[config.mk]
export PLATFORM = sky130hd
export DESIGN_NAME = ifs_stage
export DESIGN_NICKNAME = d
export VERILOG_FILES = /design/src/hw/ifs_pkg.sv /design/src/hw/ifs_stage.sv
export SDC_FILE = /design/constraint.sdc
export NUM_CORES = 1
export LEC_CHECK = 0
export CORE_UTILIZATION = 55
export CTS_CLUSTER_DIAMETER = 200
export DETAILED_ROUTE_END_ITERATION = 7
export DONT_BUFFER_PORTS = 1
export GPL_ROUTABILITY_DRIVEN = 0
export PLACE_DENSITY = 0.81
export SLEW_MARGIN = 0
export SYNTH_ARGS = -nofsm -noshare
export SYNTH_HDL_FRONTEND = slang
export SYNTH_SLANG_ARGS = --single-unit
[constraint.sdc]
create_clock -name i_sys_clk -period 8.1 [get_ports i_sys_clk]
set_input_delay 0.405 -clock i_sys_clk [delete_from_list [all_inputs] [get_ports i_sys_clk]]
set_output_delay 0.405 -clock i_sys_clk [all_outputs]
set_load 0.005 [all_outputs]
[src/hw/ifs_pkg.sv]
// Constants, field layouts and carrier types of the intermittent fault stage.
// Assumes a 10 MHz system clock and samples in signed Q4.12 per unit.
// Function
// - Residual voltage and current arrive as per-unit samples on a 5 ms time base.
// - Current channel selector: value 1 picks channel one (default), 2 channel two.
// - With override enabled, force code imposes normal, blocked, forward, reverse or trip.
// - Each program cycle, buffer peak of each channel is compared with its threshold.
// - Voltage threshold 1.00 to 100.00 percent, step 0.01, default 80.00.
// - Current threshold 0.05 to 40.00 times nominal, step 0.01, default 0.50.
// - Start only when unblocked and both spike thresholds are exceeded.
// - Condition code: 0 normal, 1 forward, 2 reverse, 3 trip, 4 blocked.
// - Voltage channel indicator: 1 input three, 2 input four, 0 none available.
// - Remaining time to trip shown counting down, 0 to 1800 s, 5 ms step.
// - Spikes still needed before trip shown as unsigned 32-bit value.
// - Blocking input sampled once at the start of every program cycle.
// - Blocking at pick-up asserts blocked and suppresses start and timing.
// - Blocking during start clears start and releases as if pick-up dropped.
// - Blocking issues a display event and a block record with values and type.
// - Fixed delay operation trips after the delay while pick-up stays active.
// - Forward hold timer, default 0.300 s, restarts per forward spike, clears forward start.
// - Reverse hold timer, default 0.300 s, restarts per reverse spike, clears reverse start.
// - Operate timer, default 0.500 s, runs from onset while forward start holds.
// - Trip needs forward spike count above setting 1 to 50, default 2.
// - Operate time reached with too few spikes: no trip, release at hold expiry.
// - Spike opposite to voltage is forward, same polarity is reverse.
// - On and off events for fault, forward, reverse, trip and blocked changes.
package ifs_pkg;

    localparam int unsigned CLK_PERIOD_NS   = 100;
    localparam int unsigned TIME_BASE_NS    = 5_000_000;
    localparam int unsigned TICK_CYCLES_DEF = TIME_BASE_NS / CLK_PERIOD_NS;
    localparam int unsigned TIME_STEP_MS    = 5;
    localparam int unsigned FWD_HOLD_MS     = 300;
    localparam int unsigned REV_HOLD_MS     = 300;
    localparam int unsigned OP_DELAY_MS     = 500;
    localparam int unsigned MAX_TIME_MS     = 1_800_000;

    localparam int unsigned MAG_W = 16;
    localparam int unsigned TMR_W = 19;
    typedef logic [MAG_W-1:0] ifs_mag_t;
    typedef logic [TMR_W-1:0] ifs_tmr_t;
    typedef logic [13:0]      ifs_vthr_t;
    typedef logic [11:0]      ifs_ithr_t;
    typedef logic [5:0]       ifs_spk_t;
    typedef logic [31:0]      ifs_word_t;

    // Per-unit scale of a sample and threshold scales
    localparam ifs_word_t PU_ONE      = 32'h0000_1000;
    localparam ifs_word_t VTHR_SCALE  = 32'h0000_2710;
    localparam ifs_word_t ITHR_SCALE  = 32'h0000_0064;

    localparam ifs_vthr_t VTHR_MIN = 14'h0064;
    localparam ifs_vthr_t VTHR_MAX = 14'h2710;
    localparam ifs_vthr_t VTHR_RST = 14'h1f40;
    localparam ifs_ithr_t ITHR_MIN = 12'h005;
    localparam ifs_ithr_t ITHR_MAX = 12'hfa0;
    localparam ifs_ithr_t ITHR_RST = 12'h032;
    localparam ifs_spk_t  SPK_MIN  = 6'h01;
    localparam ifs_spk_t  SPK_MAX  = 6'h32;
    localparam ifs_spk_t  SPK_RST  = 6'h02;
    localparam ifs_tmr_t  TMR_MAX  = ifs_tmr_t'(MAX_TIME_MS / TIME_STEP_MS);
    localparam ifs_tmr_t  FWD_RST  = ifs_tmr_t'(FWD_HOLD_MS / TIME_STEP_MS);
    localparam ifs_tmr_t  REV_RST  = ifs_tmr_t'(REV_HOLD_MS / TIME_STEP_MS);
    localparam ifs_tmr_t  OPD_RST  = ifs_tmr_t'(OP_DELAY_MS / TIME_STEP_MS);

    // Register word addresses
    localparam logic [3:0] A_CTRL   = 4'h0;
    localparam logic [3:0] A_VTHR   = 4'h1;
    localparam logic [3:0] A_ITHR   = 4'h2;
    localparam logic [3:0] A_FHOLD  = 4'h3;
    localparam logic [3:0] A_RHOLD  = 4'h4;
    localparam logic [3:0] A_OPDLY  = 4'h5;
    localparam logic [3:0] A_SPKSET = 4'h6;
    localparam logic [3:0] A_STAT   = 4'h7;
    localparam logic [3:0] A_TREM   = 4'h8;
    localparam logic [3:0] A_SREM   = 4'h9;
    localparam logic [3:0] A_FCNT   = 4'ha;
    localparam logic [3:0] A_RCNT   = 4'hb;

    // Control word fields
    localparam int unsigned CTRL_FEN  = 0;
    localparam int unsigned CTRL_FCD  = 1;
    localparam int unsigned CTRL_ISEL = 4;
    localparam int unsigned CTRL_VSEL = 6;
    localparam logic [1:0]  ISEL_RST  = 2'h1;
    localparam logic [1:0]  ISEL_TWO  = 2'h2;
    localparam logic [1:0]  VSEL_RST  = 2'h1;
    localparam logic [1:0]  VSEL_NONE = 2'h0;
    localparam logic [1:0]  VSEL_MAX  = 2'h2;

    // Force codes
    localparam logic [2:0] FRC_NORMAL = 3'h0;
    localparam logic [2:0] FRC_BLOCK  = 3'h1;
    localparam logic [2:0] FRC_FWD    = 3'h2;
    localparam logic [2:0] FRC_REV    = 3'h3;
    localparam logic [2:0] FRC_TRIP   = 3'h4;
    // Condition codes
    localparam logic [2:0] CND_NORMAL = 3'h0;
    localparam logic [2:0] CND_FWD    = 3'h1;
    localparam logic [2:0] CND_REV    = 3'h2;
    localparam logic [2:0] CND_TRIP   = 3'h3;
    localparam logic [2:0] CND_BLOCK  = 3'h4;

    typedef struct packed {
        logic            valid;
        logic [15:0]     volt;
        logic [15:0]     cur_one;
        logic [15:0]     cur_two;
    } ifs_smp_t;

    // Bit order: blocked, trip, reverse, forward, fault detected
    typedef struct packed {
        logic            blocked;
        logic            trip;
        logic            rev_start;
        logic            fwd_start;
        logic            fault_det;
    } ifs_stat_t;

    typedef struct packed {
        ifs_stat_t       on;
        ifs_stat_t       off;
    } ifs_evt_t;

    typedef struct packed {
        logic            valid;
        ifs_mag_t        volt_mag;
        ifs_mag_t        cur_mag;
        logic            fault_fwd;
    } ifs_rec_t;

endpackage

[src/hw/ifs_stage.sv]
// Intermittent earth fault stage: spike detection, hold and operate timers,
// blocking, status forcing, events and a small register file.
// Assumes samples and bus on i_sys_clk; blocking comes from another domain.
//
// Implementation choices: the placing of the registers and the address-and-strobe port.
`timescale 1ns/10ps
`default_nettype none

module ifs_stage #(
    parameter int unsigned TICK_CYCLES = ifs_pkg::TICK_CYCLES_DEF
) (
    input  wire logic              i_sys_clk,
    input  wire logic              i_reset,
    input  wire ifs_pkg::ifs_smp_t i_smp,
    input  wire logic              i_block,
    input  wire logic [3:0]        i_addr,
    input  wire logic [31:0]       i_wdata,
    input  wire logic              i_we,
    input  wire logic              i_re,
    output logic [31:0]            o_rdata,
    output ifs_pkg::ifs_stat_t     o_stat,
    output logic [2:0]             o_cond,
    output logic [1:0]             o_volt_chan,
    output ifs_pkg::ifs_evt_t      o_evt,
    output ifs_pkg::ifs_rec_t      o_blk_rec,
    output logic                   o_tick,
    output ifs_pkg::ifs_tmr_t      o_time_rem,
    output logic [31:0]            o_spk_rem
);

    typedef struct packed {
        logic [31:0]         tick_cnt;
        logic                tick;
        logic                blk_meta;
        logic                blk_sync;
        logic                blk;
        ifs_pkg::ifs_mag_t   upk;
        logic                uneg;
        ifs_pkg::ifs_mag_t   ipk;
        logic                ineg;
        logic                frc_en;
        logic [2:0]          frc_code;
        logic [1:0]          isel;
        logic [1:0]          vsel;
        ifs_pkg::ifs_vthr_t  vthr;
        ifs_pkg::ifs_ithr_t  ithr;
        ifs_pkg::ifs_tmr_t   fhold;
        ifs_pkg::ifs_tmr_t   rhold;
        ifs_pkg::ifs_tmr_t   opdly;
        ifs_pkg::ifs_spk_t   spkset;
        logic                fwd;
        logic                rev;
        logic                trip;
        logic                blocked;
        ifs_pkg::ifs_tmr_t   ftmr;
        ifs_pkg::ifs_tmr_t   rtmr;
        ifs_pkg::ifs_tmr_t   opel;
        logic [31:0]         fcnt;
        logic [31:0]         rcnt;
        ifs_pkg::ifs_stat_t  shown;
        ifs_pkg::ifs_evt_t   evt;
        ifs_pkg::ifs_rec_t   rec;
        logic [31:0]         rdata;
    } ifs_state_t;

    localparam ifs_state_t ST_RESET = '{
        isel:    ifs_pkg::ISEL_RST,
        vsel:    ifs_pkg::VSEL_RST,
        vthr:    ifs_pkg::VTHR_RST,
        ithr:    ifs_pkg::ITHR_RST,
        fhold:   ifs_pkg::FWD_RST,
        rhold:   ifs_pkg::REV_RST,
        opdly:   ifs_pkg::OPD_RST,
        spkset:  ifs_pkg::SPK_RST,
        default: '0
    };

    localparam logic [31:0] TICK_LAST = 32'(TICK_CYCLES - 1);

    ifs_state_t q;
    ifs_state_t d;

    function automatic ifs_pkg::ifs_mag_t mag_of(input logic [15:0] s);
        mag_of = s[15] ? ifs_pkg::ifs_mag_t'(~s + 16'h0001) : s;
    endfunction

    // Peak in per unit above a threshold given in steps of 1/scale
    function automatic logic above(input ifs_pkg::ifs_mag_t mag,
                                   input logic [13:0] thr,
                                   input logic [31:0] scale);
        logic [31:0] lhs;
        logic [31:0] rhs;
        lhs   = {16'h0000, mag} * scale;
        rhs   = {18'h00000, thr} * ifs_pkg::PU_ONE;
        above = lhs > rhs;
    endfunction

    function automatic logic [31:0] clamp(input logic [31:0] v,
                                          input logic [31:0] lo,
                                          input logic [31:0] hi);
        clamp = (v < lo) ? lo : ((v > hi) ? hi : v);
    endfunction

    function automatic logic [31:0] sat_inc(input logic [31:0] v);
        sat_inc = (v == 32'hffff_ffff) ? v : v + 32'h0000_0001;
    endfunction

    // Derived views, shared by the next-state logic and the outputs
    ifs_pkg::ifs_stat_t shown_now;
    logic [2:0]         cond_now;
    ifs_pkg::ifs_tmr_t  trem_now;
    logic [31:0]        srem_now;
    logic [31:0]        need;

    always_comb begin
        shown_now = '0;
        if (q.frc_en) begin
            unique case (q.frc_code)
                ifs_pkg::FRC_BLOCK: shown_now.blocked   = 1'b1;
                ifs_pkg::FRC_FWD:   shown_now.fwd_start = 1'b1;
                ifs_pkg::FRC_REV:   shown_now.rev_start = 1'b1;
                ifs_pkg::FRC_TRIP:  shown_now.trip      = 1'b1;
                default:            shown_now           = '0;
            endcase
        end else begin
            shown_now.blocked   = q.blocked;
            shown_now.trip      = q.trip;
            shown_now.rev_start = q.rev;
            shown_now.fwd_start = q.fwd;
        end
        shown_now.fault_det = shown_now.fwd_start | shown_now.rev_start
                            | shown_now.trip;

        if (shown_now.blocked) begin
            cond_now = ifs_pkg::CND_BLOCK;
        end else if (shown_now.trip) begin
            cond_now = ifs_pkg::CND_TRIP;
        end else if (shown_now.fwd_start) begin
            cond_now = ifs_pkg::CND_FWD;
        end else if (shown_now.rev_start) begin
            cond_now = ifs_pkg::CND_REV;
        end else begin
            cond_now = ifs_pkg::CND_NORMAL;
        end

        // Idle shows the full delay, a running fault counts down
        if (!q.fwd) begin
            trem_now = q.opdly;
        end else if (q.opel >= q.opdly) begin
            trem_now = '0;
        end else begin
            trem_now = q.opdly - q.opel;
        end

        need = {26'h0000000, q.spkset} + 32'h0000_0001;
        srem_now = (q.fcnt >= need) ? 32'h0000_0000 : need - q.fcnt;
    end

    // Next state
    ifs_pkg::ifs_mag_t imag;
    logic              isgn;
    logic              vspike;
    logic              ispike;
    logic              pickup;
    logic              fspike;
    logic              rspike;
    logic              active;
    logic [31:0]       wclamp;

    always_comb begin
        d = q;

        // Two flops before the block level is used anywhere
        d.blk_meta = i_block;
        d.blk_sync = q.blk_meta;

        d.tick = (q.tick_cnt == TICK_LAST);
        d.tick_cnt = d.tick ? 32'h0000_0000 : q.tick_cnt + 32'h0000_0001;

        // Circular buffer peak of the program cycle
        if (i_smp.cur_one != i_smp.cur_two && q.isel == ifs_pkg::ISEL_TWO) begin
            imag = mag_of(i_smp.cur_two);
            isgn = i_smp.cur_two[15];
        end else if (q.isel == ifs_pkg::ISEL_TWO) begin
            imag = mag_of(i_smp.cur_two);
            isgn = i_smp.cur_two[15];
        end else begin
            imag = mag_of(i_smp.cur_one);
            isgn = i_smp.cur_one[15];
        end
        if (q.tick) begin
            d.upk  = '0;
            d.uneg = 1'b0;
            d.ipk  = '0;
            d.ineg = 1'b0;
        end
        if (i_smp.valid) begin
            if (q.tick || mag_of(i_smp.volt) > q.upk) begin
                d.upk  = mag_of(i_smp.volt);
                d.uneg = i_smp.volt[15];
            end
            if (q.tick || imag > q.ipk) begin
                d.ipk  = imag;
                d.ineg = isgn;
            end
        end

        // Peak against threshold; no voltage channel means no pick-up
        vspike = (q.vsel != ifs_pkg::VSEL_NONE)
               && above(q.upk, q.vthr, ifs_pkg::VTHR_SCALE);
        ispike = above(q.ipk, {2'h0, q.ithr}, ifs_pkg::ITHR_SCALE);
        pickup = vspike && ispike;
        fspike = pickup && (q.uneg != q.ineg);
        rspike = pickup && (q.uneg == q.ineg);
        d.rec.valid = 1'b0;

        if (q.tick) begin
            d.blk = q.blk_sync;
            if (q.blk_sync) begin
                // Start cleared and timing dropped as on release
                d.fwd  = 1'b0;
                d.rev  = 1'b0;
                d.trip = 1'b0;
                d.ftmr = '0;
                d.rtmr = '0;
                d.opel = '0;
                d.fcnt = '0;
                d.rcnt = '0;
                d.blocked = q.blocked | pickup | q.fwd | q.rev;
                if (!q.blocked && d.blocked) begin
                    d.rec.valid     = 1'b1;
                    d.rec.volt_mag  = q.upk;
                    d.rec.cur_mag   = q.ipk;
                    d.rec.fault_fwd = fspike | q.fwd;
                end
            end else begin
                d.blocked = 1'b0;
                if (fspike) begin
                    d.fwd  = 1'b1;
                    d.ftmr = q.fhold;
                    d.fcnt = sat_inc(q.fcnt);
                end else if (q.fwd) begin
                    if (q.ftmr <= ifs_pkg::ifs_tmr_t'(1)) begin
                        d.fwd  = 1'b0;
                        d.ftmr = '0;
                    end else begin
                        d.ftmr = q.ftmr - ifs_pkg::ifs_tmr_t'(1);
                    end
                end
                if (rspike) begin
                    d.rev  = 1'b1;
                    d.rtmr = q.rhold;
                    d.rcnt = sat_inc(q.rcnt);
                end else if (q.rev) begin
                    if (q.rtmr <= ifs_pkg::ifs_tmr_t'(1)) begin
                        d.rev  = 1'b0;
                        d.rtmr = '0;
                    end else begin
                        d.rtmr = q.rtmr - ifs_pkg::ifs_tmr_t'(1);
                    end
                end

                // Operate timer from fault onset
                if (!d.fwd) begin
                    d.opel = '0;
                    d.trip = 1'b0;
                end else if (q.fwd && q.opel < q.opdly) begin
                    d.opel = q.opel + ifs_pkg::ifs_tmr_t'(1);
                end
                // Short of spikes, the trip waits for more or for release
                if (d.fwd && d.opel >= q.opdly
                    && d.fcnt > {26'h0000000, q.spkset}) begin
                    d.trip = 1'b1;
                end
            end
            active = d.fwd | d.rev;
            if (!active) begin
                d.fcnt = '0;
                d.rcnt = '0;
            end
        end else begin
            active = 1'b0;
        end

        // Edge events on the status as shown to the outside
        d.shown   = shown_now;
        d.evt.on  = shown_now & ~q.shown;
        d.evt.off = q.shown & ~shown_now;

        // Register writes, clamped into the settable ranges
        wclamp = 32'h0000_0000;
        if (i_we) begin
            unique case (i_addr)
                ifs_pkg::A_CTRL: begin
                    d.frc_en   = i_wdata[ifs_pkg::CTRL_FEN];
                    d.frc_code = i_wdata[ifs_pkg::CTRL_FCD +: 3];
                    d.isel = (i_wdata[ifs_pkg::CTRL_ISEL +: 2]
                              == ifs_pkg::ISEL_TWO)
                           ? ifs_pkg::ISEL_TWO : ifs_pkg::ISEL_RST;
                    d.vsel = (i_wdata[ifs_pkg::CTRL_VSEL +: 2]
                              > ifs_pkg::VSEL_MAX)
                           ? ifs_pkg::VSEL_NONE
                           : i_wdata[ifs_pkg::CTRL_VSEL +: 2];
                end
                ifs_pkg::A_VTHR: begin
                    wclamp = clamp(i_wdata, {18'h0, ifs_pkg::VTHR_MIN},
                                   {18'h0, ifs_pkg::VTHR_MAX});
                    d.vthr = wclamp[13:0];
                end
                ifs_pkg::A_ITHR: begin
                    wclamp = clamp(i_wdata, {20'h0, ifs_pkg::ITHR_MIN},
                                   {20'h0, ifs_pkg::ITHR_MAX});
                    d.ithr = wclamp[11:0];
                end
                ifs_pkg::A_FHOLD: begin
                    wclamp  = clamp(i_wdata, 32'h0, {13'h0, ifs_pkg::TMR_MAX});
                    d.fhold = wclamp[18:0];
                end
                ifs_pkg::A_RHOLD: begin
                    wclamp  = clamp(i_wdata, 32'h0, {13'h0, ifs_pkg::TMR_MAX});
                    d.rhold = wclamp[18:0];
                end
                ifs_pkg::A_OPDLY: begin
                    wclamp  = clamp(i_wdata, 32'h0, {13'h0, ifs_pkg::TMR_MAX});
                    d.opdly = wclamp[18:0];
                end
                ifs_pkg::A_SPKSET: begin
                    wclamp   = clamp(i_wdata, {26'h0, ifs_pkg::SPK_MIN},
                                     {26'h0, ifs_pkg::SPK_MAX});
                    d.spkset = wclamp[5:0];
                end
                default: wclamp = 32'h0000_0000;
            endcase
        end

        // Read data valid only in the cycle after the strobe
        d.rdata = 32'h0000_0000;
        if (i_re) begin
            unique case (i_addr)
                ifs_pkg::A_CTRL:   d.rdata = {24'h0, q.vsel, q.isel,
                                              q.frc_code, q.frc_en};
                ifs_pkg::A_VTHR:   d.rdata = {18'h0, q.vthr};
                ifs_pkg::A_ITHR:   d.rdata = {20'h0, q.ithr};
                ifs_pkg::A_FHOLD:  d.rdata = {13'h0, q.fhold};
                ifs_pkg::A_RHOLD:  d.rdata = {13'h0, q.rhold};
                ifs_pkg::A_OPDLY:  d.rdata = {13'h0, q.opdly};
                ifs_pkg::A_SPKSET: d.rdata = {26'h0, q.spkset};
                ifs_pkg::A_STAT:   d.rdata = {18'h0, q.blk, shown_now,
                                              2'h0, q.vsel, 1'b0, cond_now};
                ifs_pkg::A_TREM:   d.rdata = {13'h0, trem_now};
                ifs_pkg::A_SREM:   d.rdata = srem_now;
                ifs_pkg::A_FCNT:   d.rdata = q.fcnt;
                ifs_pkg::A_RCNT:   d.rdata = q.rcnt;
                default:           d.rdata = 32'h0000_0000;
            endcase
        end
    end

    always_ff @(posedge i_sys_clk) begin
        if (i_reset) begin
            q <= ST_RESET;
        end else begin
            q <= d;
        end
    end

    assign o_rdata     = q.rdata;
    assign o_stat      = q.shown;
    assign o_cond      = cond_now;
    assign o_volt_chan = q.vsel;
    assign o_evt       = q.evt;
    assign o_blk_rec   = q.rec;
    assign o_tick      = q.tick;
    assign o_time_rem  = trem_now;
    assign o_spk_rem   = srem_now;

endmodule

`default_nettype wire

==> run_results.csv <==
group,metric,value,unit
run_status,status,"finished, violations left",
run_status,violations,"design-rule violations",
synth,yosys_most_used_dff,"dfxtp_1",
power,pwr-share-seq,36.1,%
global_routing,grt_max_degree,231,
setup_path,r2r_end,"q[203]$_SDFFE_PP0P_",
clock_network,cts.sinks,373,
place,placed_area,27400,sq um
global_routing,grt_overflow_total,0,
die,die_w,225,um
setup_path,required,8.58,ns
layout,layout_common_cells,"367 x dfxtp_1, 336 x nand2_1, 324 x nor2_1",
setup_path,path_common_cell,"o21a_1",
clock_network,clk_pin_slew,0.06,ns
setup_path,critical_path_class,"reg -> reg",
layout,fillers,4328,
clock_network,h-tree-depth,2,
sta,finalSetupViolations,0,
setup_path,crit_path_end,"q[203]$_SDFFE_PP0P_",
sta,max_slew_margin,22.3,%
sta,min_period_over_period,97.4,%
layout,fin_cells,4049,
synth,ys_types,89,
routing,avgViaCountPerCell,6.39,
sta,skew,0.0254,ns
setup_path,rrSetupSlack,0.21,ns
routing,postRouteAntennaNets,0,
power,p_switching,1.62,mW
layout,design_area,29400,sq um
sta,slew_viol_final,0,
flow_run,drv_cap,0,
sta,hold_viol,0,
setup_path,cp_max_fo,4,
power,power_frac_comb,24.6,%
setup_path,cp_slowest_stage_delay,0.53,ns
die,dieArea,50700,sq um
synth,yosysSeqAreaShare,27.3,%
place,port_buffers,0,
power,pwr-share-clk,39.3,%
routing,drc,203,
sta,max_freq,127,MHz
global_routing,grt_antenna_before_repair,2,
setup_path,crit_start,"q[327]$_SDFF_PP0_",
global_routing,gr-usage-all-layers,32.6,%
die,coreArea,49100,sq um
routing,dr_total_vias,25900,
setup_path,r2r_cells,42,
routing,drtIter0Drc,3484,
clock_network,cts_tree,"done",
sta,min_period,7.89,ns
synth,avgSynthCellArea,7.87,sq um
layout,final_common_cell,"dfxtp_1",
clock_network,cts_root_buf,"clkbuf_16",
routing,firstDrtPassIters,8,
synth,ys_async_sr_fraction,0,%
power,p_sw_share,30.6,%
setup_path,crit_arrival,8.37,ns
setup_path,endpoint_kind,"flip-flop",
place,dp.cells,3952,
global_routing,grt_pass1_vias,24000,
die,num_rows,81,
power,p_per_area,180,nW/um^2
synth,synth_edf_count,0,
clock_network,cts_inserted_buffers,42,
synth,netlist_area,27400,sq um
die,fp.dieH,225,um
clock_network,cts_buffer_depth,3,
power,ir_worst_vdd,0.136,mV
sta,tightest_slew,1.15,ns
synth,ys_ff_latch,373,
setup_path,critPathLaunchType,"flip-flop",
synth,postSynthCellCount,3479,
die,initial_utilization,55.8,%
power,finalPower,5.28,mW
synth,synth_warnings,0,
setup_path,cp_slowest_cell,"fa_1",
global_routing,grt_pass1_wl,131000,um
routing,wl_per_cell,21.0,um
power,p_leak,11.8,nW
layout,area_growth,7.27,%
place,dp_hpwl,62200,um
clock_network,insertion_delay,0.59,ns
routing,wirelength,84900,um
die,io_pins,228,
layout,nets,3736,
worst_hold_path,hold_depth,2,
worst_hold_path,hold_path_class,"in -> reg",
layout,drive_above_1_share,7.30,%
power,p_int,3.67,mW
setup_path,r2r-start,"q[327]$_SDFF_PP0_",
==> cell families after synthesis <==
family | share of synthesized area (%)
simple gates | 20.2
compound gates | 22.1
buf+inv | 9.17
flops | 27.3
fa+ha+maj | 14.7
xor+xnor | 5.92
mux | 0.539
other cells | 0.0137
==> power by group through the flow <==
stage | Clock, mW | Combinational (mW) | Sequential [mW]
after floorplan | 0 | 0.889 | 1.93
after global placement | 0 | 1.13 | 1.94
after detailed placement | 0 | 1.17 | 1.94
after CTS | 2.09 | 1.22 | 1.90
after global routing | 2.17 | 1.44 | 1.91
final | 2.08 | 1.30 | 1.91
==> state kept, by name (all words and copies together), names as in the netlist <==
register and flops:
d 1, o_blk_rec 34, o_evt 10, o_rdata 32, o_stat 5, o_tick 1, o_volt_chan 2, q 288
==> routing by layer <==
| layer | track usage, % | routed length (um) | vias to the layer above |
|---|---|---|---|
| li1 | - | - | 12000 |
| met1 | 40.4 | 33200 | 12100 |
| met2 | 49.8 | 35800 | 1446 |
| met3 | 12.3 | 11500 | 311 |
| met4 | 15.3 | 4340 | 0 |
| met5 | 0.489 | 0 | - |
==> synth_stat cells (all sizes together), types with 8 or more instances <==
cell type / n / area, sq um
nand3: 78 / 390
dfxtp: 373 / 7470
nor4: 36 / 238
or2: 12 / 75.1
a21o: 40 / 300
buf: 124 / 867
or4: 8 / 63.8
a211oi: 41 / 308
a22oi: 79 / 593
ha: 245 / 3070
and2: 27 / 169
o211ai: 23 / 173
nor3: 93 / 480
xor2: 65 / 569
o21bai: 16 / 120
a22o: 39 / 342
o22ai: 10 / 62.6
mux2i: 8 / 80.1
nor3b: 9 / 72.6
o21a: 43 / 323
inv: 278 / 1040
clkbuf: 160 / 601
nand2b: 29 / 181
a31oi: 35 / 234
nand4: 56 / 350
o31ai: 43 / 328
a221oi: 21 / 184
o2111ai: 10 / 87.6
nor4b: 8 / 70.1
a41oi: 9 / 78.8
and3: 44 / 275
nor2: 328 / 1230
and4: 13 / 116
a21oi: 240 / 1210
fa: 48 / 961
or3: 35 / 224
a311oi: 42 / 374
xnor2: 120 / 1050
a222oi: 16 / 160
nand2: 336 / 1260
nor2b: 36 / 225
o21ai: 119 / 596
==> repair_timing <==
item	CTS	global route
endpoints found under the hold margin	233	0
setup buffers	0	8
cloned	0	0
setup endpoints to repair	1	7
hold buffers	13	0
pin swaps	0	31
resized for setup	2	52
==> worst min path at each step <==
stage	from	to
2_1_floorplan	o_stat[4]$_SDFF_PP0_	o_evt[9]$_SDFF_PP0_
3_3_place_gp	q[341]$_SDFF_PP0_	q[341]$_SDFF_PP0_
3_5_place_dp	o_stat[0]$_SDFF_PP0_	o_evt[5]$_SDFF_PP0_
4_1_cts	i_smp[32]	q[321]$_SDFF_PP0_
5_1_grt	i_wdata[11]	q[292]$_SDFFE_PP1P_
6_report	i_we	q[297]$_SDFFE_PP1P_
==> critical path, delay by kind of cell, from the launching register on <==
kind,cells,cell delay [ns]
buffers and inverters,7,0.45
DFF,1,0.35
AOI/OAI and AO/OA,24,3.80
and+or+nand+nor,2,0.29
adders and majority gates,8,2.83
xor gates and xnor gates,1,0.09
==> metrics by stage <==
step           setup slack [ns]  util (%)  TNS (ns)  hold WS (ns)
2_1_floorplan            0.0123         -         0         0.407
3_3_place_gp              0.118      56.0         0         0.445
3_5_place_dp            -0.0362      56.0   -0.0362         0.458
4_1_cts                  0.0118      59.3         0        0.0196
5_1_grt                  -0.122      59.8    -0.122        0.0399
6_report                  0.214      59.9         0        0.0370
==> cell type report <==
| class | count | area (sq um) | share of cell area (%) |
|---|---|---|---|
| Antenna cell | 2 | 5.00 | 0.0170 |
| Clock buffer | 59 | 1260 | 4.29 |
| Clock inverter | 15 | 235 | 0.801 |
| Inverter | 278 | 1050 | 3.56 |
| Multi-Input combinational cell | 2555 | 17700 | 60.2 |
| Sequential cell | 373 | 7470 | 25.5 |
| Tap cell | 664 | 831 | 2.83 |
| Timing Repair Buffer | 103 | 835 | 2.84 |
No activity file was read; power rests on OpenSTA's default activity.
